<file path="src/verilog/wdl_defs.svh">
// Constants of the watchdog lock and status block.
// Assumes inclusion by bare name.
//
// Behaviour
// Period codes 0x6..0xB give 256, 512, 1K, 2K, 4K, 8K watchdog clock cycles.
// Software never programs period codes above 0xB; those are reserved.
// While lock is one, every write to the control register is ignored.
// Software can only set lock; writing zero leaves it unchanged. The code clears it on a keyed zero write while in debug mode.
// Lock is cleared only while in debug mode.
// Non-zero period after boot completes sets lock automatically.
// Lock-setting write counts only right after the unlock key write.
// Any control write sets busy (bit 0) while it crosses domains; the code sets it only for a keyed write taken while unlocked and not busy.
// Busy clears itself once the transfer completes; software cannot clear it.
// Busy is read-only and independent of the unlock sequence; the code sets it only for a control write inside the unlock window.
// Software polls busy and never writes control while it reads one.
// Restart takes two to three watchdog cycles; repeats meanwhile are ignored.
// Software writes the unlock key, then the protected write shortly after.
// Non-zero period enables the watchdog; zero leaves it off.
// Debug-mode input must be high for a lock-clearing write.
`ifndef WDL_DEFS_SVH
`define WDL_DEFS_SVH

// Register indices; byte address is four times the index
`define WDL_IDX_CTRL     2'h0
`define WDL_IDX_STATUS   2'h1
`define WDL_IDX_UNLOCK   2'h2
`define WDL_IDX_RESTART  2'h3

// Field positions
`define WDL_PERIOD_LSB   0
`define WDL_PERIOD_MSB   3
`define WDL_WINDOW_LSB   4
`define WDL_WINDOW_MSB   7
`define WDL_LOCK_BIT     7
`define WDL_BUSY_BIT     0

// Reset values
`define WDL_STATUS_RST   8'h00

// Period decode: code 0x1 is 8 cycles, each code doubles
`define WDL_TO_MIN_CYC   14'h0008
`define WDL_CODE_MAX     4'hb

// Transfer into the watchdog domain, in watchdog clock ticks
`define WDL_SYNC_TICKS   2'h2

// Unlock key (arbitrary value) and its validity in system clock cycles
`define WDL_UNLOCK_KEY   8'h5a
`define WDL_UNLOCK_CYC   3'h4

// Bus responses
`define WDL_RESP_OKAY    2'h0
`define WDL_RESP_SLVERR  2'h2

`endif

</file>
<file path="src/verilog/wdl_pkg.sv">
// Types shared by the watchdog lock and status block.
// Assumes the constants header sits beside it.
`include "wdl_defs.svh"

package wdl_pkg;
    // Watchdog counting phase, one-hot
    typedef enum logic [2:0] {
        WDL_PH_OFF    = 3'b001,
        WDL_PH_CLOSED = 3'b010,
        WDL_PH_OPEN   = 3'b100
    } wdl_phase_e;

    typedef logic [13:0] wdl_count_t;
endpackage

</file>
<file path="src/verilog/wdl_sync3.sv">
// Three-stage synchroniser with agreement filter, one per bit.
// Assumes inputs async to clk_i; output is a level on clk_i.
`timescale 1ns/1ns

module wdl_sync3 #(
    parameter int WIDTH = 1
) (
    input  wire logic             clk_i,
    input  wire logic             rst_b_i,
    input  wire logic [WIDTH-1:0] async_i,
    output logic      [WIDTH-1:0] level_o
);

    ////////////////////////////////////////
    genvar gi;
    generate
        for (gi = 0; gi < WIDTH; gi++) begin : g_bit
            logic s1_reg;
            logic s2_reg;
            logic s3_reg;
            logic lvl_reg;
            logic lvl_next;

            // Change counts only once stages two and three agree
            always_comb begin
                lvl_next = (s2_reg == s3_reg) ? s3_reg : lvl_reg;
            end

            // First stage feeds only the second one
            always_ff @(posedge clk_i or negedge rst_b_i) begin
                if (!rst_b_i) begin
                    s1_reg  <= 1'b0;
                    s2_reg  <= 1'b0;
                    s3_reg  <= 1'b0;
                    lvl_reg <= 1'b0;
                end else begin
                    s1_reg  <= async_i[gi];
                    s2_reg  <= s1_reg;
                    s3_reg  <= s2_reg;
                    lvl_reg <= lvl_next;
                end
            end

            assign level_o[gi] = lvl_reg;
        end
    endgenerate

endmodule

</file>
<file path="src/verilog/wdl_watchdog_lock.sv">
// Watchdog control, lock, sync busy flag and timeout counter.
// Assumes an AXI4-Lite master on clk_i; other pins are async, the fuse static.
//
// Design decision made here: the AXI4-Lite interface to the registers.
`timescale 1ns/1ns
`include "wdl_defs.svh"

module wdl_watchdog_lock
    import wdl_pkg::*;
#(
    parameter int ADDR_W = 8
) (
    input  wire logic              clk_i,
    input  wire logic              rst_b_i,
    input  wire logic [ADDR_W-1:0] s_axi_awaddr_i,
    input  wire logic              s_axi_awvalid_i,
    output logic                   s_axi_awready_o,
    input  wire logic [31:0]       s_axi_wdata_i,
    input  wire logic [3:0]        s_axi_wstrb_i,
    input  wire logic              s_axi_wvalid_i,
    output logic                   s_axi_wready_o,
    output logic [1:0]             s_axi_bresp_o,
    output logic                   s_axi_bvalid_o,
    input  wire logic              s_axi_bready_i,
    input  wire logic [ADDR_W-1:0] s_axi_araddr_i,
    input  wire logic              s_axi_arvalid_i,
    output logic                   s_axi_arready_o,
    output logic [31:0]            s_axi_rdata_o,
    output logic [1:0]             s_axi_rresp_o,
    output logic                   s_axi_rvalid_o,
    input  wire logic              s_axi_rready_i,
    input  wire logic              wdt_clk_i,
    input  wire logic              debug_mode_i,
    input  wire logic              boot_done_i,
    input  wire logic [7:0]        fuse_ctrl_i,
    output logic                   wdt_reset_o,
    output logic                   lock_o
);

    ////////////////////////////////////////
    // Pin synchronisers
    logic       wclk_lvl;
    logic       dbg_lvl;
    logic       boot_lvl;

    wdl_sync3 #(
        .WIDTH (3)
    ) u_sync (
        .clk_i   (clk_i),
        .rst_b_i (rst_b_i),
        .async_i ({boot_done_i, debug_mode_i, wdt_clk_i}),
        .level_o ({boot_lvl, dbg_lvl, wclk_lvl})
    );

    ////////////////////////////////////////
    // AXI4-Lite slave
    logic              awready_reg, awready_next;
    logic              wready_reg,  wready_next;
    logic              aw_held_reg, aw_held_next;
    logic              w_held_reg,  w_held_next;
    logic [ADDR_W-1:0] waddr_reg,   waddr_next;
    logic [7:0]        wdata_reg,   wdata_next;
    logic              wstrb_reg,   wstrb_next;
    logic              bvalid_reg,  bvalid_next;
    logic [1:0]        bresp_reg,   bresp_next;
    logic              arready_reg, arready_next;
    logic              rvalid_reg,  rvalid_next;
    logic [7:0]        rdata_reg,   rdata_next;
    logic [1:0]        rresp_reg,   rresp_next;
    logic              do_write;
    logic              w_mapped;
    logic [1:0]        w_idx;
    logic              r_mapped;
    logic [1:0]        r_idx;
    logic [7:0]        ctrl_reg;
    logic              lock_reg;
    logic              busy_reg;

    // Address decode; four words mapped
    assign w_idx    = waddr_reg[3:2];
    assign w_mapped = (waddr_reg >> 4) == '0;
    assign r_idx    = s_axi_araddr_i[3:2];
    assign r_mapped = (s_axi_araddr_i >> 4) == '0;
    // Commit once both halves are held and no answer pends
    assign do_write = aw_held_reg && w_held_reg && !bvalid_reg;

    // Bus next state; address and data in either order
    always_comb begin
        aw_held_next = aw_held_reg;
        w_held_next  = w_held_reg;
        waddr_next   = waddr_reg;
        wdata_next   = wdata_reg;
        wstrb_next   = wstrb_reg;
        bvalid_next  = bvalid_reg && !s_axi_bready_i;
        bresp_next   = bresp_reg;
        rvalid_next  = rvalid_reg && !s_axi_rready_i;
        rdata_next   = rdata_reg;
        rresp_next   = rresp_reg;
        if (s_axi_awvalid_i && awready_reg) begin
            aw_held_next = 1'b1;
            waddr_next   = s_axi_awaddr_i;
        end
        if (s_axi_wvalid_i && wready_reg) begin
            w_held_next = 1'b1;
            wdata_next  = s_axi_wdata_i[7:0];
            wstrb_next  = s_axi_wstrb_i[0];
        end
        if (do_write) begin
            aw_held_next = 1'b0;
            w_held_next  = 1'b0;
            bvalid_next  = 1'b1;
            bresp_next   = w_mapped ? `WDL_RESP_OKAY : `WDL_RESP_SLVERR;
        end
        if (s_axi_arvalid_i && arready_reg) begin
            rvalid_next = 1'b1;
            rresp_next  = r_mapped ? `WDL_RESP_OKAY : `WDL_RESP_SLVERR;
            rdata_next  = 8'h00;
            if (r_mapped && r_idx == `WDL_IDX_CTRL) begin
                rdata_next = ctrl_reg;
            end else if (r_mapped && r_idx == `WDL_IDX_STATUS) begin
                rdata_next = {lock_reg, 6'h00, busy_reg};
            end
        end
        awready_next = !aw_held_next;
        wready_next  = !w_held_next;
        arready_next = !rvalid_next;
    end

    always_ff @(posedge clk_i or negedge rst_b_i) begin
        if (!rst_b_i) begin
            awready_reg <= 1'b0;
            wready_reg  <= 1'b0;
            aw_held_reg <= 1'b0;
            w_held_reg  <= 1'b0;
            waddr_reg   <= '0;
            wdata_reg   <= 8'h00;
            wstrb_reg   <= 1'b0;
            bvalid_reg  <= 1'b0;
            bresp_reg   <= `WDL_RESP_OKAY;
            arready_reg <= 1'b0;
            rvalid_reg  <= 1'b0;
            rdata_reg   <= 8'h00;
            rresp_reg   <= `WDL_RESP_OKAY;
        end else begin
            awready_reg <= awready_next;
            wready_reg  <= wready_next;
            aw_held_reg <= aw_held_next;
            w_held_reg  <= w_held_next;
            waddr_reg   <= waddr_next;
            wdata_reg   <= wdata_next;
            wstrb_reg   <= wstrb_next;
            bvalid_reg  <= bvalid_next;
            bresp_reg   <= bresp_next;
            arready_reg <= arready_next;
            rvalid_reg  <= rvalid_next;
            rdata_reg   <= rdata_next;
            rresp_reg   <= rresp_next;
        end
    end

    assign s_axi_awready_o = awready_reg;
    assign s_axi_wready_o  = wready_reg;
    assign s_axi_bvalid_o  = bvalid_reg;
    assign s_axi_bresp_o   = bresp_reg;
    assign s_axi_arready_o = arready_reg;
    assign s_axi_rvalid_o  = rvalid_reg;
    assign s_axi_rresp_o   = rresp_reg;
    assign s_axi_rdata_o   = {24'h000000, rdata_reg};

    ////////////////////////////////////////
    // Configuration, lock, unlock window and domain transfer
    logic       wr_hit;
    logic       wclk_prev_reg;
    logic       tick;
    logic       loaded_reg,  loaded_next;
    logic [7:0] ctrl_next;
    logic [7:0] act_reg,     act_next;
    logic       lock_next;
    logic       busy_next;
    logic [1:0] scnt_reg,    scnt_next;
    logic [2:0] ucnt_reg,    ucnt_next;
    logic       rpend_reg,   rpend_next;
    logic [1:0] rcnt_reg,    rcnt_next;
    logic       boot_prev_reg;
    logic       restart_done;

    assign wr_hit = do_write && w_mapped && wstrb_reg;
    // One tick per filtered rising edge of the watchdog clock pin
    assign tick = wclk_lvl && !wclk_prev_reg;
    assign restart_done = rpend_reg && tick && (rcnt_reg == `WDL_SYNC_TICKS - 2'h1);

    // Config next state; later assignments win
    always_comb begin
        loaded_next = 1'b1;
        ctrl_next   = ctrl_reg;
        act_next    = act_reg;
        lock_next   = lock_reg;
        busy_next   = busy_reg;
        scnt_next   = scnt_reg;
        ucnt_next   = (ucnt_reg != 3'h0) ? ucnt_reg - 3'h1 : 3'h0;
        rpend_next  = rpend_reg;
        rcnt_next   = rcnt_reg;
        // Strap caught right after reset
        if (!loaded_reg) begin
            ctrl_next = fuse_ctrl_i;
            act_next  = fuse_ctrl_i;
        end
        // Transfer completes on the second watchdog tick
        if (busy_reg && tick) begin
            if (scnt_reg == `WDL_SYNC_TICKS - 2'h1) begin
                act_next  = ctrl_reg;
                busy_next = 1'b0;
            end else begin
                scnt_next = scnt_reg + 2'h1;
            end
        end
        if (rpend_reg && tick) rcnt_next = rcnt_reg + 2'h1;
        if (restart_done) rpend_next = 1'b0;
        if (wr_hit && w_idx == `WDL_IDX_UNLOCK && wdata_reg == `WDL_UNLOCK_KEY) begin
            ucnt_next = `WDL_UNLOCK_CYC;
        end
        // Busy is set only by a control write inside the unlock window
        if (wr_hit && w_idx == `WDL_IDX_CTRL) begin
            ucnt_next = 3'h0;
            // Dropped while busy, keeping the crossing coherent
            if (ucnt_reg != 3'h0 && !lock_reg && !busy_reg) begin
                ctrl_next = wdata_reg;
                busy_next = 1'b1;
                scnt_next = 2'h0;
            end
        end
        if (wr_hit && w_idx == `WDL_IDX_STATUS) begin
            ucnt_next = 3'h0;
            if (ucnt_reg != 3'h0) begin
                if (wdata_reg[`WDL_LOCK_BIT]) begin
                    lock_next = 1'b1;
                end else if (dbg_lvl) begin
                    lock_next = 1'b0;
                end
            end
        end
        // Repeats ignored while one synchronises
        if (wr_hit && w_idx == `WDL_IDX_RESTART && !rpend_reg) begin
            rpend_next = 1'b1;
            rcnt_next  = 2'h0;
        end
        // Boot with a running period locks; set wins
        if (boot_lvl && !boot_prev_reg &&
            ctrl_reg[`WDL_PERIOD_MSB:`WDL_PERIOD_LSB] != 4'h0) begin
            lock_next = 1'b1;
        end
    end

    always_ff @(posedge clk_i or negedge rst_b_i) begin
        if (!rst_b_i) begin
            loaded_reg    <= 1'b0;
            ctrl_reg      <= 8'h00;
            act_reg       <= 8'h00;
            lock_reg      <= 1'(`WDL_STATUS_RST >> `WDL_LOCK_BIT);
            busy_reg      <= 1'b0;
            scnt_reg      <= 2'h0;
            ucnt_reg      <= 3'h0;
            rpend_reg     <= 1'b0;
            rcnt_reg      <= 2'h0;
            boot_prev_reg <= 1'b0;
        end else begin
            loaded_reg    <= loaded_next;
            ctrl_reg      <= ctrl_next;
            act_reg       <= act_next;
            lock_reg      <= lock_next;
            busy_reg      <= busy_next;
            scnt_reg      <= scnt_next;
            ucnt_reg      <= ucnt_next;
            rpend_reg     <= rpend_next;
            rcnt_reg      <= rcnt_next;
            boot_prev_reg <= boot_lvl;
        end
    end

    ////////////////////////////////////////
    // Timeout counter in watchdog ticks
    wdl_phase_e phase_reg, phase_next;
    wdl_count_t cnt_reg,   cnt_next;
    logic       fire_reg,  fire_next;
    wdl_count_t lim_per;
    wdl_count_t lim_win;

    // Reserved codes decode to zero (off)
    function automatic wdl_count_t wdl_limit(input logic [3:0] code);
        wdl_count_t lim;
        lim = '0;
        if (code != 4'h0 && code <= `WDL_CODE_MAX) begin
            lim = `WDL_TO_MIN_CYC << (code - 4'h1);
        end
        return lim;
    endfunction

    assign lim_per = wdl_limit(act_reg[`WDL_PERIOD_MSB:`WDL_PERIOD_LSB]);
    assign lim_win = wdl_limit(act_reg[`WDL_WINDOW_MSB:`WDL_WINDOW_LSB]);

    // Debug halt clears the counter; a restart starts the closed window if one is set
    always_comb begin
        phase_next = phase_reg;
        cnt_next   = cnt_reg;
        fire_next  = 1'b0;
        if (lim_per == '0 || dbg_lvl) begin
            phase_next = WDL_PH_OFF;
            cnt_next   = '0;
        end else begin
            unique case (phase_reg)
                WDL_PH_OFF: begin
                    phase_next = WDL_PH_OPEN;
                    cnt_next   = '0;
                end
                WDL_PH_OPEN: begin
                    if (restart_done) begin
                        cnt_next   = '0;
                        phase_next = (lim_win != '0) ? WDL_PH_CLOSED : WDL_PH_OPEN;
                    end else if (tick) begin
                        if (cnt_reg + 14'h0001 >= lim_per) begin
                            fire_next = 1'b1;
                            cnt_next  = '0;
                        end else begin
                            cnt_next = cnt_reg + 14'h0001;
                        end
                    end
                end
                WDL_PH_CLOSED: begin
                    // Restart too early is as bad as none at all
                    if (restart_done) begin
                        fire_next  = 1'b1;
                        cnt_next   = '0;
                        phase_next = WDL_PH_OPEN;
                    end else if (tick) begin
                        if (cnt_reg + 14'h0001 >= lim_win) begin
                            cnt_next   = '0;
                            phase_next = WDL_PH_OPEN;
                        end else begin
                            cnt_next = cnt_reg + 14'h0001;
                        end
                    end
                end
                default: begin
                    phase_next = WDL_PH_OFF;
                    cnt_next   = '0;
                end
            endcase
        end
    end

    always_ff @(posedge clk_i or negedge rst_b_i) begin
        if (!rst_b_i) begin
            phase_reg     <= WDL_PH_OFF;
            cnt_reg       <= '0;
            fire_reg      <= 1'b0;
            wclk_prev_reg <= 1'b0;
        end else begin
            phase_reg     <= phase_next;
            cnt_reg       <= cnt_next;
            fire_reg      <= fire_next;
            wclk_prev_reg <= wclk_lvl;
        end
    end

    assign wdt_reset_o = fire_reg;
    assign lock_o      = lock_reg;

endmodule

</file>
<file path="config.mk">
export PLATFORM = sky130hd
export DESIGN_NAME = wdl_watchdog_lock
export DESIGN_NICKNAME = d
export VERILOG_FILES = /design/src/verilog/wdl_pkg.sv /design/src/verilog/wdl_sync3.sv /design/src/verilog/wdl_watchdog_lock.sv
export VERILOG_INCLUDE_DIRS = /design/src /design/src/verilog
export SDC_FILE = /design/constraint.sdc
export NUM_CORES = 1
export LEC_CHECK = 0
export BUFFER_PORTS_ARGS = -buffer_cell sky130_fd_sc_hd__buf_2
export CAP_MARGIN = 30
export CORE_MARGIN = 8
export CORE_UTILIZATION = 30
export CTS_BUF_LIST = sky130_fd_sc_hd__clkbuf_2 sky130_fd_sc_hd__clkbuf_4 sky130_fd_sc_hd__clkbuf_8
export CTS_CLUSTER_DIAMETER = 200
export DETAILED_ROUTE_END_ITERATION = 12
export PLACE_DENSITY = 0.5
export SLEW_MARGIN = 20
export SYNTH_ARGS = -nofsm -noshare
export SYNTH_HDL_FRONTEND = slang
export SYNTH_HIERARCHICAL = 1
export SYNTH_SLANG_ARGS = --single-unit
export TNS_END_PERCENT = 100
</file>
<file path="constraint.sdc">
create_clock -name clk_i -period 6 [get_ports clk_i]
set_clock_uncertainty 0.1 [all_clocks]
set_input_delay 0.9 -clock clk_i [delete_from_list [all_inputs] [get_ports clk_i]]
set_output_delay 0.9 -clock clk_i [all_outputs]
set_load 0.01 [all_outputs]
</file>
== Word-level counts from Yosys, hierarchy flattened ==
Cells that the tools add are included.
Storage, ports and cells
  flip-flop bits (word level): 95
  input bits: 70
  logic and storage cells: 185
  output and inout bits: 43
Cells by class
  magnitude comparators: 4
  equality and inequality tests: 17
  reductions and logical operators: 57
  multiplexer cells: 60
  shift-type cells: 2
  add/subtract/negate cells: 6
Operators with widths (count)
  $mux W14: 9
  $mux W8: 8
  $mux W3: 10
  $ge A14 B14 Y1: 2
  $pmux W14 S2: 1
  $shl A4 B4 Y14 const A: 2
  $logic_and A1 B1 Y1: 27
  $mux W1: 22
  $logic_not A8 Y1: 2
  $mux W2: 8
  $add A14 B1 Y14 const B: 1
  $logic_not A14 Y1: 1
  $reduce_bool A14 Y1: 1
  $ne A4 B4 Y1 const B: 3
  $reduce_bool A4 Y1: 3
  $logic_not A1 Y1: 11
  $pmux W3 S3: 1
  $eq A2 B1 Y1 const B: 4
  $eq A8 B7 Y1 const B: 1
  $le A4 B4 Y1 const B: 2
  $reduce_bool A2 Y1: 4
  $sub A4 B1 Y4 const B: 2
  $reduce_and A3 Y1: 2
  $reduce_bool A3 Y1: 2
  other kinds (12): 17

== Logic depth before layout (Yosys ltp) ==
  word-level depth: 9
  mapped depth: 14

== Cells and area by module ==
Netlist, hierarchy kept.
Modules (own cells, without submodules)
  wdl_watchdog_lock: cells an instance 479, area each 4493.1 sq um, sequential area each 1978.1 sq um, times used 1
  wdl_sync3: cells an instance 18, area each 356.6 sq um, sequential area each 300.3 sq um, times used 1

== Worst setup path before layout ==
No wires, ideal clock.
  kind: reg2reg
  start point: register cnt_reg[3]
  end point: register cnt_reg[11]
  cell stages (with the launch flop): 14
  slack: 3000 ps
  arrival time: 2764 ps
  buffers on the path: 1
  data required time: 5765 ps
  clock period less this slack: 3000 ps
  cells stage by stage: dfrtp_1 and3_1 and3_1 buf_2 and4_4 and3_4 xor2_1 ha_1 nand4_1 a2111oi_0 nor4_1 a21o_1 nor2_1 nor4_1
On the way
  longest elaborated chain between the ends: 7
  elaborated cells between the ends (all ways): 11
  classes of those cells: 1 x add/sub; 2 x order compare; 8 x mux
Ends and longest elaborated chain
  start: declaration: RTL line wdl_watchdog_lock.sv:283  | wdl_count_t cnt_reg, cnt_next;
  start signal: assignment: RTL line wdl_watchdog_lock.sv:359  | cnt_reg <= cnt_next;
  $add A14 B1 Y14 (*)
  $ge A14 B14 Y1, on equally long branches: RTL line wdl_watchdog_lock.sv:335, wdl_watchdog_lock.sv:320
  $mux W14, on equally long branches: RTL line wdl_watchdog_lock.sv:335, wdl_watchdog_lock.sv:320
  $mux W14, on equally long branches: RTL line wdl_watchdog_lock.sv:334, wdl_watchdog_lock.sv:319
  $mux W14, on equally long branches: RTL line wdl_watchdog_lock.sv:330, wdl_watchdog_lock.sv:316
  $pmux W14 S2 (*): RTL line wdl_watchdog_lock.sv:310  | unique case (phase_reg)
  $mux W14 (*): RTL line wdl_watchdog_lock.sv:306  | if (lim_per == '0 || dbg_lvl) begin
Every way passes the cells marked *; elsewhere a longest branch is shown, timed or not. The select of a mux whose other input is x is not followed.
A chain may end at the register's enable or synchronous reset.

== Final worst setup path ==
  start point: register cnt_reg[2]
  end point: register cnt_reg[13]
The elaborated chain is that of the path after synthesis.

==> run_results.csv <==
group,metric,value,unit
logic_synthesis,postSynthAreaPerCell,9.76,µm²
routing,drt_wl_total,11000,µm
routing,dr.first_iter.drc_count,127,
clock_network,ctsResizeCount,0,
floorplanning,dieArea,20500,µm²
global_routing,grt.total_usage,11.2,%
floorplanning,die_w,143,µm
worst_setup_path,crit_required,6.16,ns
routing,num_vias,3586,
layout,num-nets-final,638,
floorplanning,core,15800,µm²
timing,worstMarginPinSlew,0.853,ns
timing,fin_crit,3.91,ns
layout,drive_gt1_share,18.7,%
clock_network,clockRootBuffer,"clkbuf_8",
clock_network,clk_latency,0.37,ns
logic_synthesis,synth_top_area_cell,"dfrtp_1",
logic_synthesis,ys.flop_type,"dfrtp_1",
layout,seqCellArea,2280,µm²
pwr,vdd_drop_max,0.000182,V
clock_network,postCtsSetupRepairBufs,0,
logic_synthesis,syn_area,4850,µm²
global_routing,antenna_found_initial,1,
min_path,hold_path_depth,0,
logic_synthesis,ys_seq_area_share,47.0,%
worst_setup_path,critPathLaunchType,"flip-flop",
logic_synthesis,ys_ff_latch,91,
clock_network,cts_max_path_buffers,2,
clock_network,clk_pin_slew,0.09,ns
worst_setup_path,crit_arrival,4.07,ns
layout,multi_input_area,2300,µm²
clock_network,cts-buffers-inserted,9,
worst_setup_path,endpoint_kind,"flip-flop",
placement,dp_hpwl,8200,µm
timing,max_freq,256,MHz
timing,setup_viol_count_final,0,
timing,rsz0062_at_grt,"no",
logic_synthesis,synth_cells,497,
floorplanning,die-height,143,µm
timing,hold_viol_final,0,
layout,diodes,0,
clock_network,htreeDepth,3,
routing,vias_per_cell,4.71,
logic_synthesis,ys_top_cells_by_area,"dfrtp_1 46%, ha_1 7.0%, a21oi_1 5.1%, buf_4 4.8%, nand2_1 4.5%",
floorplanning,row_count,46,
routing,wire_per_inst,14.4,µm
global_routing,grt_overflow_total,0,
logic_synthesis,synth_top_family_by_area,"simple AND/OR/NAND/NOR gates",
logic_synthesis,synth_fa_ha_area_share,7.66,%
worst_setup_path,reg2reg_depth,12,
routing,postRouteAntennaNets,0,
logic_synthesis,synth_xor_area_share,2.35,%
pwr,p_leak,2.45,nW
clock_network,cts-hold-fix-buffers,0,
worst_setup_path,crit_type,"reg -> reg",
timing,drv_slew,0,
layout,largest_register_ffs,14,
global_routing,grt_pass1_vias,3579,
logic_synthesis,async_reset_ff_share,100,%
logic_synthesis,synthSimpleGateAreaFrac,18.7,%
logic_synthesis,yosysUniqueCellTypes,54,
clock_network,cts_tree,"done",
logic_synthesis,synth_compound_area_share,12.5,%
pwr,p_per_area,287,nW/µm²
placement,portBuffers,55,
logic_synthesis,synth_edf_count,0,
layout,final_core_utilization,34.2,%
layout,area_growth_syn_to_layout,11.6,%
min_path,min_path_type,"reg -> reg",
routing,drt_first_pass_iters,4,
routing,drcViolationCount,0,
floorplanning,start_util,30.6,%
global_routing,grt_max_degree,67,
logic_synthesis,synth_mux_area_share,4.08,%
global_routing,grt_pass1_wl,18000,µm
timing,timing.slew.headroom,42.9,%
run_status,status,"finished, final reports clean",
clock_network,cts_sinks,91,
worst_setup_path,worst-path-max-fanout,12,
placement,place.gp.congestion,0.758,
logic_synthesis,yosysWarnings,6,
job,drv_cap,0,
timing,min_period_over_period,65.1,%
floorplanning,ioPinCount,113,
logic_synthesis,yosysTopAreaCellShare,46.4,%
layout,fill_cells,1642,
timing,fin_setup_tns,0,ns
## layout by cell type (no fill, tap or decap), types with 7 or more instances in the layout
cell / n
xnor2_1: 9
nor2b_1: 17
mux2_2: 14
ha_1: 27
nand3_1: 24
a21oi_1: 49
dfrtp_1: 90
buf_2: 54
conb_1: 27
inv_1: 14
clkbuf_8: 11
nor2_1: 28
nand2_1: 58
a22o_1: 7
and3_1: 9
o21ai_0: 25
nor3_1: 7
## cells in the mapped netlist, types with 3 or more instances
cell type and n:
a21oi_1 49, a22o_1 7, a31oi_1 3, and2_1 4, and3_1 9, buf_2 3
buf_4 31, clkbuf_1 13, dfrtp_1 90, ha_1 27, inv_1 14, maj3_2 3
mux2_2 14, mux2i_1 4, nand2_1 58, nand3_1 24, nand3b_1 4, nand4_1 6
nor2_1 28, nor2b_1 17, nor3_1 7, nor4_1 6, o21ai_0 25, o22ai_1 3
xnor2_1 9, xor2_1 4
## stage by stage
stage | hold slack (ns) | instances | cell area, µm² | power [mW] | setup WS (ns)
2_1_floorplan | 0.231 | 522 | 4940 | 1.03 | 3.00
3_3_place_gp | 0.234 | 746 | 5190 | 1.11 | 2.25
3_5_place_dp | 0.236 | 746 | 5190 | 1.12 | 2.16
4_1_cts | 0.255 | 762 | 5410 | 1.58 | 2.10
5_1_grt | 0.267 | 762 | 5410 | 1.66 | 1.78
6_report | 0.251 | 762 | 5410 | 1.55 | 2.09
## cell families (layout without fill, tap and decap cells)
family	Yosys count	count (layout)
AO/OA/AOI/OAI	102	102
flip-flops	91	91
other	2	27
buffers and inverters	63	87
multiplexers	18	18
AND/OR/NAND/NOR	178	178
adder cells (fa/ha/maj)	30	30
XOR/XNOR	13	13
## where the power goes
part	total, mW	switching (mW)	leakage [nW]	internal (mW)
combinational	0.290	0.155	1.20	0.135
sequential	0.814	0.0935	1.14	0.721
clock	0.450	0.226	0.111	0.223
total	1.55	0.475	2.45	1.08
## area by class of cell
class / instances / area share (%)
well taps: 216 / 5.00
inverters: 14 / 0.971
clock buffers: 12 / 2.94
flip-flops and latches: 91 / 42.1
repair buffers: 57 / 5.41
multi-input cells: 368 / 42.5
clock inverters: 4 / 1.04
## routing by layer
| layer | part of all wire, % | global-route usage (%) | vias to the layer above | wire (µm) |
|---|---|---|---|---|
| li1 | - | - | 1774 | - |
| met1 | 45 | 13.9 | 1708 | 4910 |
| met2 | 46 | 17.9 | 84 | 5080 |
| met3 | 6.7 | 2.64 | 18 | 735 |
| met4 | 2.1 | 5.37 | 2 | 231 |
| met5 | 0.11 | 0 | - | 12 |
## critical path, stage by stage, from the launching register on
cell	delay, ns
dfrtp_1	0.41
and3_1	0.22
and3_1	0.32
and4_4	0.29
and3_4	0.20
xor2_1	0.27
ha_1	0.32
a21oi_1	0.21
nand3_1	0.11
nor4_1	0.42
a21o_1	0.40
nor2_1	0.21
nor4_1	0.33
## worst paths after layout
path | startpoint | slack, ns | to
worst min register to register | u_sync/g_bit[0].s1_reg | 0.25 | u_sync/g_bit[0].s2_reg
min in group asynchronous | rst_b_i | 0.32 | u_sync/g_bit[1].s1_reg
worst min-delay path | u_sync/g_bit[0].s1_reg | 0.25 | u_sync/g_bit[0].s2_reg
worst max-delay path | cnt_reg[2] | 2.09 | cnt_reg[13]
max in group asynchronous | rst_b_i | 4.32 | phase_reg[2]
worst max register to register | cnt_reg[2] | 2.09 | cnt_reg[13]
Power figures use the tool's default switching activity.
